==> config.mk <==
export PLATFORM = sky130hd
export DESIGN_NAME = acr_control
export DESIGN_NICKNAME = d
export VERILOG_FILES = /design/src/acr_prescaler.v /design/src/acr_control.v
export VERILOG_INCLUDE_DIRS = /design/src
export SDC_FILE = /design/constraint.sdc
export NUM_CORES = 1
export LEC_CHECK = 0
export BUFFER_PORTS_ARGS = -buffer_cell sky130_fd_sc_hd__buf_2
export CAP_MARGIN = 20
export CORE_MARGIN = 2
export CORE_UTILIZATION = 55
export DETAILED_ROUTE_END_ITERATION = 6
export PLACE_DENSITY = 0.76
export SETUP_SLACK_MARGIN = 0.4
export SLEW_MARGIN = 20
export SYNTH_ARGS = -nofsm -noshare
export SYNTH_HDL_FRONTEND = slang
export SYNTH_SLANG_ARGS = --single-unit
==> constraint.sdc <==
create_clock -name CORE_CLK -period 3.1 [get_ports CORE_CLK]
set_clock_uncertainty 0.15 [all_clocks]
set_input_delay 0.465 -clock CORE_CLK [delete_from_list [all_inputs] [get_ports CORE_CLK]]
set_output_delay 0.465 -clock CORE_CLK [all_outputs]
set_load 0.02 [all_outputs]
==> src/acr_regs.vh <==
`ifndef ACR_REGS_VH
`define ACR_REGS_VH
// register offsets
`define ACR_OFF_INPUT_SELECT 3'h0
`define ACR_OFF_CONTROL_A 3'h1
`define ACR_OFF_CONTROL_B 3'h2
`define ACR_OFF_RESULT_LOW 3'h3
`define ACR_OFF_RESULT_HIGH 3'h4
`define ACR_OFF_CORE_STATUS 3'h5
// reset values
`define ACR_RST_INPUT_SELECT 8'h00
`define ACR_RST_CONTROL_A 8'h00
`define ACR_RST_CONTROL_B 8'h00
// input select fields
`define ACR_REFSEL_HI 7
`define ACR_REFSEL_LO 6
`define ACR_LEFT_ADJ 5
`define ACR_MUX_HI 3
`define ACR_MUX_LO 0
// control a fields
`define ACR_EN 7
`define ACR_START 6
`define ACR_ATE 5
`define ACR_DONE 4
`define ACR_IRQEN 3
`define ACR_PS_HI 2
`define ACR_PS_LO 0
// control b fields
`define ACR_HSM 7
`define ACR_NCDIS 6
`define ACR_SSEN 4
`define ACR_TS_HI 3
`define ACR_TS_LO 0
// writable masks
`define ACR_MASK_INPUT_SELECT 8'hef
`define ACR_MASK_CONTROL_B 8'hdf
// reference codes
`define ACR_REF_EXT 2'h0
`define ACR_REF_AVCC 2'h1
`define ACR_REF_INT_CAP 2'h2
`define ACR_REF_INT_FREE 2'h3
// trigger source codes
`define ACR_TS_FREE 4'h0
`define ACR_TS_CMP1 4'h1
`define ACR_TS_EXT0 4'h2
`define ACR_TS_T1OVF 4'h3
`define ACR_TS_T1CAP 4'h4
`define ACR_TS_SYNC_R 4'h5
`define ACR_TS_SYNC_2 4'h6
`define ACR_TS_CMP2 4'h7
`define ACR_TS_CMP3 4'h8
// conversion timing in converter clocks
`define ACR_CONV_CYCLES 5'd13
`define ACR_INIT_CYCLES 5'd25
// prescaler terminal counts, divisor minus one
`define ACR_LIM_DIV2 7'h01
`define ACR_LIM_DIV4 7'h03
`define ACR_LIM_DIV8 7'h07
`define ACR_LIM_DIV16 7'h0f
`define ACR_LIM_DIV32 7'h1f
`define ACR_LIM_DIV64 7'h3f
`define ACR_LIM_DIV128 7'h7f
`endif

==> src/acr_prescaler.v <==
`timescale 1ns/1ps
`include "acr_regs.vh"
module acr_prescaler (
	// clock and reset
	input wire clk,
	input wire resetn,
	// control
	input wire run,
	input wire [2:0] sel,
	// converter clock enable
	output wire tick
);
	reg [6:0] cnt_reg;
	reg [6:0] lim;
	always @* begin
		case (sel)
			3'h0, 3'h1: lim = `ACR_LIM_DIV2;
			3'h2: lim = `ACR_LIM_DIV4;
			3'h3: lim = `ACR_LIM_DIV8;
			3'h4: lim = `ACR_LIM_DIV16;
			3'h5: lim = `ACR_LIM_DIV32;
			3'h6: lim = `ACR_LIM_DIV64;
			default: lim = `ACR_LIM_DIV128;
		endcase
	end
	// counter held at zero while idle, so the first tick phase is fixed
	always @(posedge clk or negedge resetn) begin
		if (!resetn) begin
			cnt_reg <= 7'h00;
		end else if (!run || cnt_reg >= lim) begin
			cnt_reg <= 7'h00;
		end else begin
			cnt_reg <= cnt_reg + 7'h01;
		end
	end
	assign tick = run && (cnt_reg >= lim);
endmodule // acr_prescaler

==> src/acr_control.v <==
`timescale 1ns/1ps
`include "acr_regs.vh"
module acr_control (
	// clock and reset
	input wire CORE_CLK,
	input wire RESETN,
	// register port
	input wire [2:0] REG_ADDR,
	input wire [7:0] REG_WDATA,
	input wire REG_WR,
	input wire REG_RD,
	output reg [7:0] REG_RDATA,
	// interrupt vector
	input wire IRQ_ACK,
	output wire IRQ_REQ,
	// sleep entry
	input wire SLEEP_ENTRY,
	// trigger sources, asynchronous to the core
	input wire CMP1_FLAG,
	input wire EXT0_FLAG,
	input wire T1_OVF_FLAG,
	input wire T1_CAP_FLAG,
	input wire STAGE_R_SYNC_EVENT,
	input wire STAGE_2_SYNC_EVENT,
	input wire CMP2_FLAG,
	input wire CMP3_FLAG,
	// analog core
	input wire [9:0] CORE_RESULT,
	output reg [1:0] REF_SEL,
	output reg [3:0] INPUT_SEL,
	output wire INT_REF_ON,
	output wire HIGH_SPEED,
	output wire CORE_ENABLE,
	output reg SAMPLE,
	output wire CONV_CLK_EN,
	output reg INIT_CYCLE
);
	localparam ST_IDLE = 3'b001;
	localparam ST_CONV = 3'b010;
	localparam ST_DONE = 3'b100;

	reg [7:0] in_sel_reg;
	reg [7:0] ctl_a_reg;
	reg [7:0] ctl_b_reg;
	reg [2:0] state_reg;
	reg [4:0] cnt_reg;
	reg [9:0] result_reg;
	reg lock_reg;
	reg ss_block_reg;
	reg need_init_reg;
	reg pend_mux_reg;
	reg [7:0] pend_val_reg;
	reg [7:0] trig_s1_reg;
	reg [7:0] trig_s2_reg;
	reg [7:0] trig_d_reg;
	reg sleep_d_reg;

	wire wr_in = REG_WR && REG_ADDR == `ACR_OFF_INPUT_SELECT;
	wire wr_a = REG_WR && REG_ADDR == `ACR_OFF_CONTROL_A;
	wire wr_b = REG_WR && REG_ADDR == `ACR_OFF_CONTROL_B;
	wire rd_lo = REG_RD && REG_ADDR == `ACR_OFF_RESULT_LOW;
	wire rd_hi = REG_RD && REG_ADDR == `ACR_OFF_RESULT_HIGH;
	wire busy = state_reg == ST_CONV;
	wire en = ctl_a_reg[`ACR_EN];
	wire [3:0] ts = ctl_b_reg[`ACR_TS_HI:`ACR_TS_LO];
	wire tick;

	// two-flop synchroniser; only the second stage feeds edge logic
	always @(posedge CORE_CLK or negedge RESETN) begin
		if (!RESETN) begin
			trig_s1_reg <= 8'h00;
			trig_s2_reg <= 8'h00;
			trig_d_reg <= 8'h00;
			sleep_d_reg <= 1'b0;
		end else begin
			trig_s1_reg <= {CMP3_FLAG, CMP2_FLAG, STAGE_2_SYNC_EVENT, STAGE_R_SYNC_EVENT,
				T1_CAP_FLAG, T1_OVF_FLAG, EXT0_FLAG, CMP1_FLAG};
			trig_s2_reg <= trig_s1_reg;
			trig_d_reg <= trig_s2_reg;
			sleep_d_reg <= SLEEP_ENTRY;
		end
	end
	wire [7:0] rise = trig_s2_reg & ~trig_d_reg;

	reg trig_hit;
	always @* begin
		trig_hit = 1'b0;
		case (ts)
			`ACR_TS_FREE: trig_hit = state_reg == ST_DONE;
			`ACR_TS_CMP1: trig_hit = rise[0];
			`ACR_TS_EXT0: trig_hit = rise[1];
			`ACR_TS_T1OVF: trig_hit = rise[2];
			`ACR_TS_T1CAP: trig_hit = rise[3];
			`ACR_TS_SYNC_R: trig_hit = rise[4] && !busy && !ss_block_reg;
			`ACR_TS_SYNC_2: trig_hit = rise[5] && !busy && !ss_block_reg;
			`ACR_TS_CMP2: trig_hit = rise[6];
			`ACR_TS_CMP3: trig_hit = rise[7];
			default: trig_hit = 1'b0;
		endcase
	end
	wire is_sync = ts == `ACR_TS_SYNC_R || ts == `ACR_TS_SYNC_2;
	wire auto_go = ctl_a_reg[`ACR_ATE] && trig_hit;
	wire sleep_go = SLEEP_ENTRY && !sleep_d_reg && !ctl_b_reg[`ACR_NCDIS];
	wire sw_go = wr_a && REG_WDATA[`ACR_START] && REG_WDATA[`ACR_EN];
	// start written with enable must not wait for the enable bit to land
	wire go = (en || sw_go) && !busy
		&& (auto_go || sleep_go || sw_go || ctl_a_reg[`ACR_START]);
	wire finish = busy && tick && cnt_reg == 5'd0;
	wire can_load = !lock_reg;

	always @(posedge CORE_CLK or negedge RESETN) begin
		if (!RESETN) begin
			state_reg <= ST_IDLE;
			cnt_reg <= 5'd0;
			need_init_reg <= 1'b1;
			SAMPLE <= 1'b0;
			INIT_CYCLE <= 1'b0;
		end else begin
			SAMPLE <= 1'b0;
			if (!en && !busy) begin
				need_init_reg <= 1'b1;
			end
			case (state_reg)
				ST_IDLE, ST_DONE: begin
					state_reg <= ST_IDLE;
					if (go) begin
						state_reg <= ST_CONV;
						SAMPLE <= 1'b1;
						INIT_CYCLE <= need_init_reg;
						need_init_reg <= 1'b0;
						cnt_reg <= need_init_reg ? `ACR_INIT_CYCLES - 5'd1
							: `ACR_CONV_CYCLES - 5'd1;
					end
				end
				ST_CONV: begin
					if (tick) begin
						if (cnt_reg == 5'd0) begin
							state_reg <= ST_DONE;
							INIT_CYCLE <= 1'b0;
						end else begin
							cnt_reg <= cnt_reg - 5'd1;
						end
					end
				end
				default: state_reg <= ST_IDLE;
			endcase
		end
	end

	acr_prescaler u_prescaler (
		.clk(CORE_CLK),
		.resetn(RESETN),
		.run(busy),
		.sel(ctl_a_reg[`ACR_PS_HI:`ACR_PS_LO]),
		.tick(tick)
	);
	assign CONV_CLK_EN = tick;

	// register writes and flags
	always @(posedge CORE_CLK or negedge RESETN) begin
		if (!RESETN) begin
			in_sel_reg <= `ACR_RST_INPUT_SELECT;
			ctl_a_reg <= `ACR_RST_CONTROL_A;
			ctl_b_reg <= `ACR_RST_CONTROL_B;
			pend_mux_reg <= 1'b0;
			pend_val_reg <= 8'h00;
			result_reg <= 10'h000;
			lock_reg <= 1'b0;
			ss_block_reg <= 1'b0;
			REF_SEL <= `ACR_REF_EXT;
			INPUT_SEL <= 4'h0;
		end else begin
			if (wr_in) begin
				// alignment applies now; selection waits for the conversion
				in_sel_reg <= REG_WDATA & `ACR_MASK_INPUT_SELECT;
				if (busy) begin
					pend_mux_reg <= 1'b1;
					pend_val_reg <= REG_WDATA;
				end else begin
					// a newer idle write supersedes a held one
					pend_mux_reg <= 1'b0;
					REF_SEL <= REG_WDATA[`ACR_REFSEL_HI:`ACR_REFSEL_LO];
					INPUT_SEL <= REG_WDATA[`ACR_MUX_HI:`ACR_MUX_LO];
				end
			end else if (pend_mux_reg && !busy) begin
				pend_mux_reg <= 1'b0;
				REF_SEL <= pend_val_reg[`ACR_REFSEL_HI:`ACR_REFSEL_LO];
				INPUT_SEL <= pend_val_reg[`ACR_MUX_HI:`ACR_MUX_LO];
			end
			if (wr_a) begin
				ctl_a_reg[`ACR_EN] <= REG_WDATA[`ACR_EN];
				ctl_a_reg[`ACR_ATE] <= REG_WDATA[`ACR_ATE];
				ctl_a_reg[`ACR_IRQEN] <= REG_WDATA[`ACR_IRQEN];
				ctl_a_reg[`ACR_PS_HI:`ACR_PS_LO] <= REG_WDATA[`ACR_PS_HI:`ACR_PS_LO];
			end
			// start bit: stays high through the conversion unless written one with enable clear, zero write ignored
			if (finish) begin
				ctl_a_reg[`ACR_START] <= 1'b0;
			end else if (go) begin
				ctl_a_reg[`ACR_START] <= 1'b1;
			end else if (wr_a && REG_WDATA[`ACR_START] && !REG_WDATA[`ACR_EN]) begin
				ctl_a_reg[`ACR_START] <= 1'b0;
			end
			// set wins over clear
			if (finish) begin
				ctl_a_reg[`ACR_DONE] <= 1'b1;
			end else if (IRQ_ACK || (wr_a && REG_WDATA[`ACR_DONE])) begin
				ctl_a_reg[`ACR_DONE] <= 1'b0;
			end
			if (wr_b) begin
				ctl_b_reg <= REG_WDATA & `ACR_MASK_CONTROL_B;
			end
			// results lost while locked; the core result is not buffered
			if (finish && can_load) begin
				result_reg <= CORE_RESULT;
			end
			if (rd_hi) begin
				lock_reg <= 1'b0;
			end else if (rd_lo) begin
				lock_reg <= 1'b1;
			end
			// a fresh start beats a high read of the older result
			if (!ctl_b_reg[`ACR_SSEN]) begin
				ss_block_reg <= 1'b0;
			end else if (go && auto_go && is_sync) begin
				ss_block_reg <= 1'b1;
			end else if (rd_hi) begin
				ss_block_reg <= 1'b0;
			end
		end
	end

	assign IRQ_REQ = ctl_a_reg[`ACR_DONE] && ctl_a_reg[`ACR_IRQEN];
	assign CORE_ENABLE = en || busy;
	assign HIGH_SPEED = ctl_b_reg[`ACR_HSM];
	assign INT_REF_ON = REF_SEL[1] && CORE_ENABLE;

	wire left = in_sel_reg[`ACR_LEFT_ADJ];
	wire [7:0] res_lo = left ? {result_reg[1:0], 6'h00} : result_reg[7:0];
	wire [7:0] res_hi = left ? result_reg[9:2] : {6'h00, result_reg[9:8]};

	always @(posedge CORE_CLK or negedge RESETN) begin
		if (!RESETN) begin
			REG_RDATA <= 8'h00;
		end else if (REG_RD) begin
			case (REG_ADDR)
				`ACR_OFF_INPUT_SELECT: REG_RDATA <= in_sel_reg;
				`ACR_OFF_CONTROL_A: REG_RDATA <= ctl_a_reg;
				`ACR_OFF_CONTROL_B: REG_RDATA <= ctl_b_reg;
				`ACR_OFF_RESULT_LOW: REG_RDATA <= res_lo;
				`ACR_OFF_RESULT_HIGH: REG_RDATA <= res_hi;
				`ACR_OFF_CORE_STATUS: REG_RDATA <= {3'h0, lock_reg, ss_block_reg,
					pend_mux_reg, need_init_reg, busy};
				default: REG_RDATA <= 8'h00;
			endcase
		end else begin
			REG_RDATA <= 8'h00;
		end
	end
endmodule // acr_control

==> results.md <==
- Outcome: finished clean
- Initial antenna violation count: 0
- CTS tree: built
- Yosys reg bits: 98
- CP max stage cell: dfrtp_2
- Syn_area_per_cell: 11.2 µm²
- Max-cap viol count: 0
- Vias in the first global route: 3131
- P&R area growth vs syn: 17.6%
- Setup violations, final: 0
- Final min period: 2.65 ns
- Num rows: 32
- Initial Util: 0.566
- Overall Global Routing Usage: 0.232
- Die Y-Extent: 93.1 µm
- Max Clk Rate: 0.377 GHz
- Register area share after synthesis: 0.562
- Die area: 8680 µm²
- Clock sink count: 98
- Initial DRC count: 190
- DRC viols: 0
- Final wirelength: 9630 µm
- Final instance area: 5140 µm²
- Setup TNS: 0 ns
- Pin count of the biggest net entering global routing: 40
- Avg WL per Cell: 17.0 µm
- I/O pin total: 56
- Crit Path Category: reg -> out
- First-pass iteration count of the detailed router: 5
- DR vias/cell: 5.71
- Worst Path Required: 2.48 ns
- Grt total ovfl: 0
- Clk_lat worst skew: 0.37 ns
- Port buffer count: 55
- Netlist Area Pre-Place: 4370 µm²
- Top cell by count, worst path: buf_4
- First-pass GRT wire length: 15500 µm
- Routability congestion estimate: 0.874
- Fin. max-slew vios: 0
- CP Launch Type: flip-flop
- Crit path DAT: 2.04 ns
- Commonest non-fill, non-tap cell in the layout: dfrtp_1
- Inserted Diodes: 0
- RSZ-0062 raised after global routing: true
- Number of fill cells: 600
- Cts bufs inserted: 9
- Number of synthesized flops with an enable pin: 0
- CTS max path bufs: 2
- Pleak: 2.40 nW
- Syn_nets: 433
- Multi-input combinational cell area: 1870 µm²
- Final period utilization: 0.856
- Hold violation total from the final report: 0
- Crit. End Element: output port
- Commonest non-fill, non-tap cells in the layout: dfrtp_1 (94), buf_2 (53), nand2_1 (48)
- Worst Path Max Fanout: 4
- Inst Count DP: 539
- Fraction of layout cells with a size suffix above 1: 0.300
- Die width: 93.1 µm
- Maximum level of the CTS H-tree: 3
- Cell area power density: 632 nW/µm²
- Synth unique cells: 57
- Post-DP HPWL: 6750 µm
- Syn Inst Count: 389
- Final Non-Filler Cells: 565
- Actual slew at the worst max-slew pin: 0.567 ns
- Warnings from Yosys: 0
- Max reg flops: 10
- Final net count: 502
- Via count: 3226
- Remaining antenna violation count: 0
- Core box area: 7730 µm²
- Worst rel slew slack: 0.621
- Worst-path clk slew: 0.10 ns
- Worst path cell trace: buf_4 -> a21oi_2 -> ha_1 -> nand3_2 -> o21a_1 -> a211oi_2 -> buf_4
- Storage element area: 2460 µm²
- Crit-path max cell delay: 0.43 ns
- Root Driver: clkbuf_8
- Maximum VDD drop: 462 µV
- Type of the most critical hold path: in -> reg
- Placed inst area: 4770 µm²
- Asr flop ratio synth: 1.00
- Ys flop type: dfrtp_1
[cells in the mapped netlist, types with 2 or more instances]
| master | n | share of area |
|---|---|---|
| xnor2_1 | 5 | 0.010 |
| a21oi_1 | 20 | 0.023 |
| o21ai_0 | 13 | 0.015 |
| o221ai_1 | 3 | 0.0060 |
| a31oi_1 | 2 | 0.0029 |
| a211oi_1 | 2 | 0.0034 |
| dfrtp_1 | 96 | 0.55 |
| a32oi_1 | 2 | 0.0040 |
| nor3_1 | 3 | 0.0034 |
| buf_2 | 2 | 0.0023 |
| nand3_1 | 10 | 0.011 |
| nand2b_1 | 7 | 0.010 |
| dfstp_2 | 2 | 0.012 |
| and3_1 | 5 | 0.0072 |
| nand2_1 | 48 | 0.041 |
| clkbuf_1 | 11 | 0.0094 |
| and2_1 | 6 | 0.0086 |
| nor2_1 | 33 | 0.028 |
| nor2b_1 | 9 | 0.013 |
| xor2_1 | 3 | 0.0060 |
| mux2_2 | 32 | 0.082 |
| nand3b_1 | 5 | 0.0086 |
| o21a_1 | 3 | 0.0052 |
| ha_1 | 9 | 0.026 |
| nor3b_1 | 4 | 0.0069 |
| o22ai_1 | 6 | 0.0086 |
| mux2i_1 | 4 | 0.0092 |
| inv_1 | 10 | 0.0086 |
| mux4_2 | 2 | 0.010 |
| a22oi_1 | 5 | 0.0086 |
[layout make-up]
cell class | instances | area share
Timing Repair Buffer | 73 | 0.0845
Inverter | 11 | 0.00803
Multi-Input combinational cell | 265 | 0.363
Sequential cell | 98 | 0.478
Tap cell | 102 | 0.0248
Clock buffer | 9 | 0.0241
Clock inverter | 7 | 0.0173
[kinds of logic (layout without fill, tap and decap cells)]
| logic type | after synthesis | after routing | synth area share |
|---|---|---|---|
| buffers and inverters | 26 | 100 | 0.0238 |
| DFF | 98 | 98 | 0.562 |
| adders and majority gates | 9 | 9 | 0.0258 |
| xor gates and xnor gates | 8 | 8 | 0.0160 |
| and+or+nand+nor | 140 | 140 | 0.160 |
| AOI/OAI and AO/OA | 70 | 70 | 0.111 |
| muxes | 38 | 38 | 0.102 |
[critical path: cells and delay by family (launching register included)]
family,cells,cell delay (ns)
buffers and inverters,2,0.33
AOI/OAI and AO/OA,3,0.55
DFF,1,0.43
adders and majority gates,1,0.29
and+or+nand+nor,1,0.07
[stage by stage]
stage | hold slack [ns] | power, mW | worst slack, ns | util
after global routing | 0.0213 | 3.40 | 0.339 | 0.665
after global placement | 0.182 | 2.29 | 0.529 | 0.618
after floorplan | 0.0194 | 2.06 | 0.487 | -
after detailed placement | 0.185 | 2.31 | 0.415 | 0.618
final | 0.0452 | 3.25 | 0.448 | 0.665
after CTS | 0.0352 | 3.20 | 0.417 | 0.651
[final timing paths]
check | from | to | slack (ns) | cells past startpoint
max in group asynchronous | RESETN | state_reg[0] | 1.64 | 3
min in group asynchronous | RESETN | INPUT_SEL[1] | 0.44 | 2
worst min register to register | trig_s1_reg[6] | trig_s2_reg[6] | 0.20 | 0
worst max-delay path | ctl_a_reg[0] | CONV_CLK_EN | 0.45 | 7
worst max register to register | ctl_a_reg[0] | result_reg[2] | 0.51 | 10
worst min-delay path | STAGE_R_SYNC_EVENT | trig_s1_reg[4] | 0.05 | 1
[layer usage]
layer	share of wire	track usage	up-vias
met1	0.43	0.324	1595
met5	0	0	-
met4	0.015	0.0784	0
li1	-	-	1502
met3	0.053	0.0443	15
met2	0.50	0.370	114
[power breakdown]
| part | internal (mW) | total [mW] | switching [mW] |
|---|---|---|---|
| logic | 0.321 | 0.725 | 0.404 |
| clock network | 0.396 | 0.897 | 0.501 |
| registers | 1.47 | 1.62 | 0.157 |
| total | 2.18 | 3.25 | 1.06 |
[what timing repair did]
| action | 4_1_cts | 5_1_grt |
|---|---|---|
| setup buffers | 2 | 7 |
| hold buffers | 1 | 0 |
| pin swaps | 0 | 6 |
| endpoints found under the setup margin | 2 | 12 |
| resized for setup | 2 | 11 |
| endpoints found under the hold margin | 36 | 0 |
Note: power is estimated with default switching activity, not from simulation.
